File: config.mk
export PLATFORM = sky130hd
export DESIGN_NAME = pmc_top
export DESIGN_NICKNAME = d
export VERILOG_FILES = /design/src/rtl/pmc_top.v
export VERILOG_INCLUDE_DIRS = /design/src /design/src/rtl
export SDC_FILE = /design/constraint.sdc
export NUM_CORES = 1
export LEC_CHECK = 0
export ABC_CLOCK_PERIOD_IN_PS = 2800
export BUFFER_PORTS_ARGS = -buffer_cell sky130_fd_sc_hd__buf_4
export CAP_MARGIN = 25
export CORE_MARGIN = 2
export CORE_UTILIZATION = 50
export DETAILED_ROUTE_END_ITERATION = 7
export GPL_ROUTABILITY_DRIVEN = 0
export PLACE_DENSITY = 0.81
export REMOVE_ABC_BUFFERS = 1
export SYNTH_ARGS = -nofsm -noshare
export SYNTH_HDL_FRONTEND = slang
export SYNTH_SLANG_ARGS = --single-unit
export TNS_END_PERCENT = 10
File: constraint.sdc
create_clock -name clk_i -period 2.8 [get_ports clk_i]
set_input_delay 0.42 -clock clk_i [delete_from_list [all_inputs] [get_ports clk_i]]
set_output_delay 0.42 -clock clk_i [all_outputs]
set_load 0.02 [all_outputs]
File: src/rtl/pmc_map.vh
/*
 power mode controller constants: register offsets, field positions,
 reset values, start-up times per clock source and timing figures.
 assumes a 20 MHz clock and word-aligned ahb-lite register access.
*/
`ifndef PMC_MAP_VH
`define PMC_MAP_VH
`define PMC_OFS_PCTRL 12'h087
`define PMC_OFS_PCTRL_ADDR 12'h21c
`define PMC_OFS_WAKECFG_ADDR 12'h220
`define PMC_OFS_STATUS_ADDR 12'h224
`define PMC_PCTRL_RESET 8'h00
`define PMC_BIT_IDLE 0
`define PMC_BIT_PDOWN 1
`define PMC_BIT_UF0 2
`define PMC_BIT_UF1 3
`define PMC_BIT_POF 4
`define PMC_BIT_WAKEEXT 5
`define PMC_BIT_FES 6
`define PMC_BIT_BAUD 7
`define PMC_WAKECFG_RESET 32'h0000_0000
`define PMC_CLK_MHZ 20
`define PMC_RST_PULSE 2'h2
`define PMC_SUT_RC0 15'h0010
`define PMC_SUT_RC1 15'h0200
`define PMC_SUT_RC2 15'h0400
`define PMC_SUT_RC3 15'h1000
`define PMC_SUT_XT0 15'h0400
`define PMC_SUT_XT1 15'h0800
`define PMC_SUT_XT2 15'h1000
`define PMC_SUT_XT3 15'h4000
`endif

File: src/rtl/pmc_top.v
/*
 power mode controller: power control register over ahb-lite, idle and
 power-down entry, wake detection, start-up timing and cpu clock gating.
 assumes the cpu samples cpu_clk_en_o, wake pins arrive synchronous or
 through the local two-stage synchroniser, and fuses are static levels.
*/
// The AHB-Lite slave port was decided locally.
`timescale 1ns/1ps
`include "pmc_map.vh"
module pmc_top #(
    parameter SUT_SCALE = 20 // cycles per microsecond of start-up delay
) (
    input wire clk_i, // system clock 20 MHz
    input wire resetn_i, // async reset, active low
    input wire cold_por_i, // high for a power-on reset cycle
    input wire hsel_i, // ahb slave select
    input wire [31:0] haddr_i, // ahb address
    input wire [1:0] htrans_i, // ahb transfer type
    input wire hwrite_i, // ahb write
    input wire [2:0] hsize_i, // ahb size
    input wire [31:0] hwdata_i, // ahb write data
    input wire hready_i, // ahb ready in
    output reg [31:0] hrdata_o, // ahb read data
    output reg hreadyout_o, // ahb ready out
    output reg hresp_o, // ahb response, always okay
    input wire ext_irq0_pin_n_i, // external interrupt 0 pin
    input wire ext_irq1_pin_n_i, // external interrupt 1 pin
    input wire ext_reset_pin_n_i, // reset pin
    input wire [7:0] pin_change_interrupt_i, // pin change level requests
    input wire irq_pending_i, // any enabled interrupt pending
    input wire ext_irq0_enable_i, // interrupt 0 enable
    input wire ext_irq1_enable_i, // interrupt 1 enable
    input wire ext_irq0_edge_select_i, // interrupt 0 edge trigger
    input wire ext_irq1_edge_select_i, // interrupt 1 edge trigger
    input wire [7:0] pin_change_enable_mask_i, // pin change enables
    input wire [7:0] pin_change_level_i, // pin change level mode per pin
    input wire pin_change_group_enable_i, // group interrupt enable
    input wire [1:0] sut_fuse_i, // start-up time fuses
    input wire crystal_i, // crystal clock source
    input wire bod_fuse_i, // brown-out detector fused on
    output reg cpu_clk_en_o, // cpu clock enable
    output reg periph_clk_en_o, // peripheral clock enable
    output reg wdt_clk_en_o, // watchdog clock enable
    output reg osc_en_o, // oscillator enable
    output reg brownout_detector_en_o, // detector enable
    output reg flash_pwr_en_o, // flash power
    output reg port_hold_o, // freeze port pin levels
    output reg core_reset_o, // internal cpu reset
    output reg wake_irq_o, // service interrupt on release
    output reg baud_double_o, // uart baud doubling
    output reg frame_error_select_o // uart frame error select
);
    localparam ST_RUN = 6'h01;
    localparam ST_IDLE = 6'h02;
    localparam ST_PDOWN = 6'h04;
    localparam ST_TIMED = 6'h08;
    localparam ST_EXTW = 6'h10;
    localparam ST_RSTP = 6'h20;

    reg [5:0] state_q;
    reg [7:0] pctrl_q;
    reg wdt_idle_q;
    reg [21:0] sut_cnt_q;
    reg [1:0] rpulse_q;
    reg rst_wake_q;
    reg [2:0] wk_s1_q, wk_s2_q;
    reg ad_valid_q, ad_write_q;
    reg [11:0] ad_addr_q;

    // level wake sources qualified by their enables
    wire irq0_wake = ext_irq0_enable_i & ~ext_irq0_edge_select_i & ~ext_irq0_pin_n_i;
    wire irq1_wake = ext_irq1_enable_i & ~ext_irq1_edge_select_i & ~ext_irq1_pin_n_i;
    wire gpi_wake = pin_change_group_enable_i &
        (|(pin_change_interrupt_i & pin_change_enable_mask_i & pin_change_level_i));
    wire [2:0] wk_raw = {~ext_reset_pin_n_i, irq1_wake | irq0_wake, gpi_wake};

    // wake sources pass two flops before use
    always @(posedge clk_i or negedge resetn_i) begin
        if (!resetn_i) begin
            wk_s1_q <= 3'h0;
            wk_s2_q <= 3'h0;
        end else begin
            wk_s1_q <= wk_raw;
            wk_s2_q <= wk_s1_q;
        end
    end
    wire rst_low = wk_s2_q[2];
    wire irq_low = wk_s2_q[1] | wk_s2_q[0];

    // start-up delay from fuses and source
    reg [14:0] sut_us;
    always @* begin
        case (sut_fuse_i)
            2'h0: sut_us = crystal_i ? `PMC_SUT_XT0 : `PMC_SUT_RC0;
            2'h1: sut_us = crystal_i ? `PMC_SUT_XT1 : `PMC_SUT_RC1;
            2'h2: sut_us = crystal_i ? `PMC_SUT_XT2 : `PMC_SUT_RC2;
            default: sut_us = crystal_i ? `PMC_SUT_XT3 : `PMC_SUT_RC3;
        endcase
    end
    // full product kept, counter takes the low bits on purpose
    wire [31:0] sut_prod = sut_us * SUT_SCALE;
    wire [21:0] sut_cycles = sut_prod[21:0];

    // ahb address phase capture
    wire ad_take = hsel_i & hready_i & htrans_i[1];
    always @(posedge clk_i or negedge resetn_i) begin
        if (!resetn_i) begin
            ad_valid_q <= 1'b0;
            ad_write_q <= 1'b0;
            ad_addr_q <= 12'h000;
        end else if (hready_i) begin
            ad_valid_q <= ad_take;
            ad_write_q <= hwrite_i;
            ad_addr_q <= haddr_i[11:0];
        end
    end
    wire wr_pctrl = ad_valid_q & ad_write_q & (ad_addr_q == `PMC_OFS_PCTRL_ADDR);
    wire wr_cfg = ad_valid_q & ad_write_q & (ad_addr_q == `PMC_OFS_WAKECFG_ADDR);

    // slave answers in one cycle, always okay
    always @(posedge clk_i or negedge resetn_i) begin
        if (!resetn_i) begin
            hreadyout_o <= 1'b1;
            hresp_o <= 1'b0;
            hrdata_o <= 32'h0000_0000;
        end else begin
            hreadyout_o <= 1'b1;
            hresp_o <= 1'b0;
            if (ad_take && !hwrite_i) begin
                case (haddr_i[11:0])
                    `PMC_OFS_PCTRL_ADDR: hrdata_o <= {24'h000000, pctrl_q};
                    `PMC_OFS_WAKECFG_ADDR: hrdata_o <= {31'h0000_0000, wdt_idle_q};
                    `PMC_OFS_STATUS_ADDR: hrdata_o <= {26'h0000000, state_q};
                    default: hrdata_o <= 32'h0000_0000;
                endcase
            end
        end
    end

    // power control register and mode sequencer
    always @(posedge clk_i or negedge resetn_i) begin
        if (!resetn_i) begin
            pctrl_q <= `PMC_PCTRL_RESET;
            wdt_idle_q <= 1'b0;
            state_q <= ST_RUN;
            sut_cnt_q <= 22'h000000;
            rpulse_q <= 2'h0;
            rst_wake_q <= 1'b0;
            wake_irq_o <= 1'b0;
        end else begin
            wake_irq_o <= 1'b0;
            if (wr_cfg)
                wdt_idle_q <= hwdata_i[0];
            case (state_q)
                ST_RUN: begin
                    if (wr_pctrl) begin
                        pctrl_q <= hwdata_i[7:0]; // software may write flag
                        if (hwdata_i[`PMC_BIT_PDOWN])
                            state_q <= ST_PDOWN;
                        else if (hwdata_i[`PMC_BIT_IDLE])
                            state_q <= ST_IDLE;
                    end
                end
                ST_IDLE: begin
                    if (irq_pending_i || rst_low) begin
                        pctrl_q[`PMC_BIT_IDLE] <= 1'b0;
                        wake_irq_o <= irq_pending_i & ~rst_low;
                        state_q <= rst_low ? ST_RSTP : ST_RUN;
                        rst_wake_q <= rst_low;
                        rpulse_q <= `PMC_RST_PULSE;
                    end
                end
                ST_PDOWN: begin
                    if (rst_low || irq_low) begin
                        pctrl_q[`PMC_BIT_PDOWN] <= 1'b0;
                        pctrl_q[`PMC_BIT_IDLE] <= 1'b0;
                        rst_wake_q <= rst_low;
                        sut_cnt_q <= sut_cycles;
                        if (!rst_low && pctrl_q[`PMC_BIT_WAKEEXT])
                            state_q <= ST_EXTW;
                        else
                            state_q <= ST_TIMED;
                    end
                end
                ST_TIMED: begin
                    // count runs on even if the pin returns high
                    if (sut_cnt_q > 22'h000001)
                        sut_cnt_q <= sut_cnt_q - 22'h000001;
                    else if (rst_wake_q) begin
                        rpulse_q <= `PMC_RST_PULSE;
                        state_q <= ST_RSTP;
                    end else begin
                        wake_irq_o <= 1'b1;
                        state_q <= ST_RUN;
                    end
                end
                ST_EXTW: begin
                    // external source holds the pin until stable
                    if (!irq_low) begin
                        wake_irq_o <= 1'b1;
                        state_q <= ST_RUN;
                    end
                end
                ST_RSTP: begin
                    // hold while pin low, then two-cycle reset
                    if (rst_low)
                        rpulse_q <= `PMC_RST_PULSE;
                    else if (rpulse_q > 2'h1)
                        rpulse_q <= rpulse_q - 2'h1;
                    else begin
                        pctrl_q <= {3'h0, pctrl_q[`PMC_BIT_POF], 4'h0};
                        state_q <= ST_RUN;
                    end
                end
                default: state_q <= ST_RUN;
            endcase
            // cold power-up set wins over any write or clear in this cycle
            if (cold_por_i)
                pctrl_q[`PMC_BIT_POF] <= 1'b1;
        end
    end

    // clock gates and power enables from state
    always @(posedge clk_i or negedge resetn_i) begin
        if (!resetn_i) begin
            cpu_clk_en_o <= 1'b1;
            periph_clk_en_o <= 1'b1;
            wdt_clk_en_o <= 1'b1;
            osc_en_o <= 1'b1;
            brownout_detector_en_o <= 1'b0;
            flash_pwr_en_o <= 1'b1;
            port_hold_o <= 1'b0;
            core_reset_o <= 1'b0;
            baud_double_o <= 1'b0;
            frame_error_select_o <= 1'b0;
        end else begin
            cpu_clk_en_o <= (state_q == ST_RUN);
            port_hold_o <= (state_q == ST_IDLE);
            periph_clk_en_o <= (state_q != ST_PDOWN);
            wdt_clk_en_o <= (state_q == ST_IDLE) ? wdt_idle_q :
                (state_q != ST_PDOWN);
            osc_en_o <= (state_q != ST_PDOWN);
            flash_pwr_en_o <= (state_q != ST_PDOWN);
            brownout_detector_en_o <= bod_fuse_i & (state_q != ST_PDOWN);
            core_reset_o <= (state_q == ST_RSTP);
            baud_double_o <= pctrl_q[`PMC_BIT_BAUD];
            frame_error_select_o <= pctrl_q[`PMC_BIT_FES];
        end
    end
endmodule
After elaboration in Yosys (flattened, before gate mapping)
Cells that the tools add are included.

Register bits: 101. Bits in latches: 0. Bits in writable memories: 0. Bits in read-only memories: 0. Input bits: 112. Output and inout bits: 45. Logic and storage cells: 147. Memories kept: 0.

Add/sub/neg operators: 2. Multipliers: 1. Divide/modulo/power cells: 0. Magnitude comparators: 2. Equal/unequal tests: 26. Shift operators: 0. Multiplexer cells: 46. Bitwise operators: 22. Reduce and logical (&&, ||, !) cells: 24.

Operators with widths (count): 6-bit 2-to-1 mux (11); 12-bit by 10-bit equality test with 1-bit output (second input constant) (5); 15-bit case mux with 3 select lines (1); 22-bit 2-to-1 mux (2); 22-bit case mux with 2 select lines (1); 6-bit case mux with 6 select lines (1); 8-bit 2-to-1 mux (3); 8-bit case mux with 3 select lines (1); 22-bit by 1-bit greater-than comparator with 1-bit output (second input constant) (1); 22-bit by 1-bit subtractor with 22-bit output (second input constant) (1); 2-bit inequality test (second input constant) (10); 15-bit by 3-bit multiplier with 18-bit output (second input constant) (1); 8-bit AND (2); 15-bit 2-to-1 mux (1); 13-bit 2-to-1 mux (1); 1-bit AND (12); 12-bit 2-to-1 mux (1); 2-bit 2-to-1 mux (6); 6-bit case mux with 2 select lines (1); 11-bit 2-to-1 mux (1); 5-bit AND reduction (2); 2-bit nonzero test (5); 1-bit 2-to-1 mux (9); 3-bit AND reduction (3); 29 further kinds (41).

Depth between registers and ports, before layout
Word-level depth: 5. Mapped depth: 9. Gate-level depth less buffers: 8.

Least setup slack after synthesis
Ideal clock, no wire load.

Path type: register to register. From: register sut_cnt_q[1]. To: register sut_cnt_q[16]. Setup time: 122 ps. Arrival time: 2284 ps. Required time: 2678 ps. Setup slack: 395 ps. Cell stages (with the launch flop): 9. Path buffers: 1. Period minus slack after synthesis: 2405 ps. Cells stage by stage: dfrtp_1 inv_1 ha_1 or3b_1 clkbuf_1 nor3_1 o21ai_0 or4_1 a32o_1.

Word-level cells in the longest chain between the ends: 3. Elaborated cells on any way between the ends: 6. Those cells by class: 1 x add/sub; 1 x order compare; 1 x eq/ne; 2 x mux; 1 x reduce/logical.

Ends and longest elaborated chain: start: declaration (line pmc_top.v:63) `reg [21:0] sut_cnt_q;`; start signal: assignment (line pmc_top.v:178) `sut_cnt_q <= sut_cycles;`; start signal: assignment (line pmc_top.v:188) `sut_cnt_q <= sut_cnt_q - 22'h000001;`; 22-bit by 1-bit subtractor with 22-bit output or 22-bit by 1-bit greater-than comparator with 1-bit output (tied branches) (line pmc_top.v:188, pmc_top.v:187); 22-bit 2-to-1 mux or 2-bit inequality test (tied branches); 22-bit case mux with 2 select lines or 3-bit AND reduction (tied branches).

Several ways; a longest one is shown, not always the timed one. The select of a mux whose other input is x is not followed. A chain may end at the register's enable or synchronous reset.

Worst setup path in the final report
From: register sut_cnt_q[10]. To: register state_q[1].

Word-level cells in the longest chain between the ends: 3.

Ends and longest elaborated chain: 22-bit by 1-bit greater-than comparator with 1-bit output (line pmc_top.v:187) `if (sut_cnt_q > 22'h000001)`; 2-bit inequality test (no source line); 8-bit AND reduction (no source line); end signal: assignment (line pmc_top.v:168) `state_q <= rst_low ? ST_RSTP : ST_RUN;`; end: declaration (line pmc_top.v:60) `reg [5:0] state_q;`.

No other way between the ends.

==> results.py <==
metrics = {
    "drt": {
        "wl_per_cell_um": 15.7,
        "ant_nets": 0,
        "drc": 0,
        "wl_um": 9850,
        "dr.pass1.iters": 5,
        "num_vias": 3674,
        "drt_iter0_drc": 255,
        "routed_via_density": 5.84,
    },
    "clock_network": {
        "clockBufferDepth": 2,
        "clk_pin_slew_ps": 80,
        "insertion_delay_ps": 360,
        "cts_hold_buffers": 0,
        "postCtsSetupBuffers": 0,
        "cts_tree": "done",
        "numCtsBuffers": 9,
        "cts.sinks": 77,
        "cts_root_buffer": "clkbuf_8",
        "cts_resized": 0,
        "htree_levels": 3,
    },
    "cells_and_area": {
        "layout_commonest_cell": "buf_4",
        "area_growth_pct": 20.7,
        "fin_nets": 638,
        "most-common-layout-cells": "94 x buf_4, 73 x dfrtp_1, 30 x nor2_1, 29 x conb_1, 27 x nand2_1",
        "drive_gt1_frac": 0.275,
        "antennaDiodeCount": 0,
        "final_cells": 629,
    },
    "run_status": {
        "status": "finished clean",
    },
    "sta": {
        "setup_viol": 0,
        "finalCritPeriodShare": 0.970,
        "final-max-slew-violation-count": 0,
        "min_period_ps": 2720,
        "skew_ps": 11.1,
        "finalHoldViolations": 0,
        "slew-limit-headroom": 0.383,
        "totalNegativeSetupSlack_ps": 0,
        "fmax_ghz": 0.368,
        "worstMarginPinSlew_ps": 926,
        "layout_setup_ws_ps": 83.6,
        "rsz0062_at_grt": "false",
    },
    "global_route": {
        "grt_pass1_wl_um": 16000,
        "antenna_found_initial": 0,
        "grt.overflow.total": 0,
        "first_global_vias": 3461,
        "grt_usage": 0.222,
        "grt_start_max_net_pins": 78,
    },
    "setup_path": {
        "path_max_fanout": 6,
        "worstSetupPathType": "flop to flop",
        "startpoint_type": "flop",
        "worstPathRequired_ps": 3040,
        "cp_data_arrival_time_ps": 2950,
        "crit_path_end_kind": "flop",
    },
    "power_and_ir_drop": {
        "power_mw": 3.83,
        "powerDensity_nw_per_um2": 747,
        "ir_worst_vdd_mv": 0.351,
        "p_leak_nw": 2.38,
    },
    "synth": {
        "synth_edf_count": 0,
        "ys_ff_latch": 77,
        "yosysUniqueCellTypes": 67,
        "syn-instance-count": 433,
        "synth_area_per_cell_um2": 9.81,
        "syn_area_um2": 4250,
        "synthFlopType": "dfrtp_1",
        "yosysWarningCount": 0,
        "ys_seq_area_frac": 0.455,
        "async_flop_share": 1.00,
    },
    "floorplanning": {
        "start_util": 0.517,
        "die_w_um": 96.2,
        "dieArea_um2": 9250,
        "rows": 33,
        "ios": 157,
        "die_h_um": 96.2,
        "coreArea_um2": 8220,
    },
    "placed_design": {
        "dp_hpwl_um": 7310,
        "io_buffers": 82,
        "pre_cts_ws_ps": 151,
        "post-place-cells": 613,
    },
    "min_path": {
        "hp-class": "input pin to asynchronous set/reset pin",
    },
    "flow_run": {
        "max-cap-violations": 0,
    },
}
## critical path: stages (launching register included)
cell and delay (ps):
dfrtp_1 410, or4_4 560, or4_1 680, o21ai_2 300, nand4_1 280, o32ai_1 370
## flip-flops by register name (all words and copies together), names as in the netlist
register                cells
sut_cnt_q                  22
ad_write_q                  1
pctrl_q                     8
core_reset_o                1
frame_error_select_o        1
wk_s2_q                     3
ad_valid_q                  1
baud_double_o               1
state_q                     6
rst_wake_q                  1
wake_irq_o                  1
port_hold_o                 1
hrdata_o                    8
flash_pwr_en_o              1
cpu_clk_en_o                1
wdt_idle_q                  1
wk_s1_q                     3
rpulse_q                    2
wdt_clk_en_o                1
ad_addr_q                  12
brownout_detector_en_o      1
## synth_stat cells (10+ instances only)
master | number | area, um^2
dfrtp_1 | 73 | 1830
nand2_1 | 27 | 101
inv_1 | 14 | 52.6
o21ai_0 | 23 | 115
nor4_1 | 14 | 87.6
nor3_1 | 14 | 70.1
a21oi_1 | 10 | 50.1
a31oi_1 | 10 | 62.6
buf_4 | 28 | 210
nor2_1 | 30 | 113
mux2_2 | 18 | 203
clkbuf_1 | 14 | 52.6
nand3_1 | 17 | 85.1
## routing by layer
layer,up-vias,global-route usage,share of wire
li1,1721,-,-
met1,1741,0.295,0.41
met2,189,0.355,0.48
met3,23,0.0376,0.076
met4,0,0.105,0.027
met5,-,0,0
## layout make-up
cell class                 instances  area (um^2)
sequential                        77         1930
timing repair buffer              94          706
tap                              105          131
clock inverter                     6         95.1
clock buffer                      10          128
multi-input combinational        323         2080
fill                             674         3090
inverter                          14         52.6
## kinds of logic (layout without fill, tap and decap cells)
| group | after synthesis | in the layout | share of synthesized area |
|---|---|---|---|
| XOR/XNOR | 4 | 4 | 0.00825 |
| AO/OA/AOI/OAI | 98 | 98 | 0.163 |
| multiplexers | 22 | 22 | 0.0571 |
| AND/OR/NAND/NOR | 163 | 163 | 0.214 |
| buffers and inverters | 60 | 124 | 0.0786 |
| flip-flops | 77 | 77 | 0.455 |
| adder cells (fa/ha/maj) | 7 | 7 | 0.0224 |
| other | 2 | 29 | 0.00177 |
## report_power, final
part | switching (mW) | total (mW) | internal (mW)
Sequential | 0.213 | 1.55 | 1.34
Clock | 0.437 | 0.948 | 0.512
Combinational | 0.765 | 1.33 | 0.564
Total | 1.42 | 3.83 | 2.41
## final timing paths
path / from / endpoint / slack [ps] / cells past startpoint
min in group clk_i: ext_reset_pin_n_i / wk_s1_q[2] / 210 / 2
min reg2reg: wk_s1_q[0] / wk_s2_q[0] / 360 / 0
min: resetn_i / sut_cnt_q[6] / 210 / 1
max: sut_cnt_q[10] / state_q[1] / 80 / 5
max in group asynchronous: resetn_i / wk_s1_q[2] / 2010 / 1
max reg2reg: sut_cnt_q[10] / state_q[1] / 80 / 5
## per-stage QoR
stage | area, um^2 | hold slack [ps] | utilization
floorplan | 4070 | 124 | -
detailed placement | 4900 | 344 | 0.597
CTS | 5130 | 195 | 0.624
global placement | 4900 | 336 | 0.597
global route | 5130 | 199 | 0.624
finish | 5130 | 205 | 0.624
Note: power is estimated with default switching activity, not from simulation.
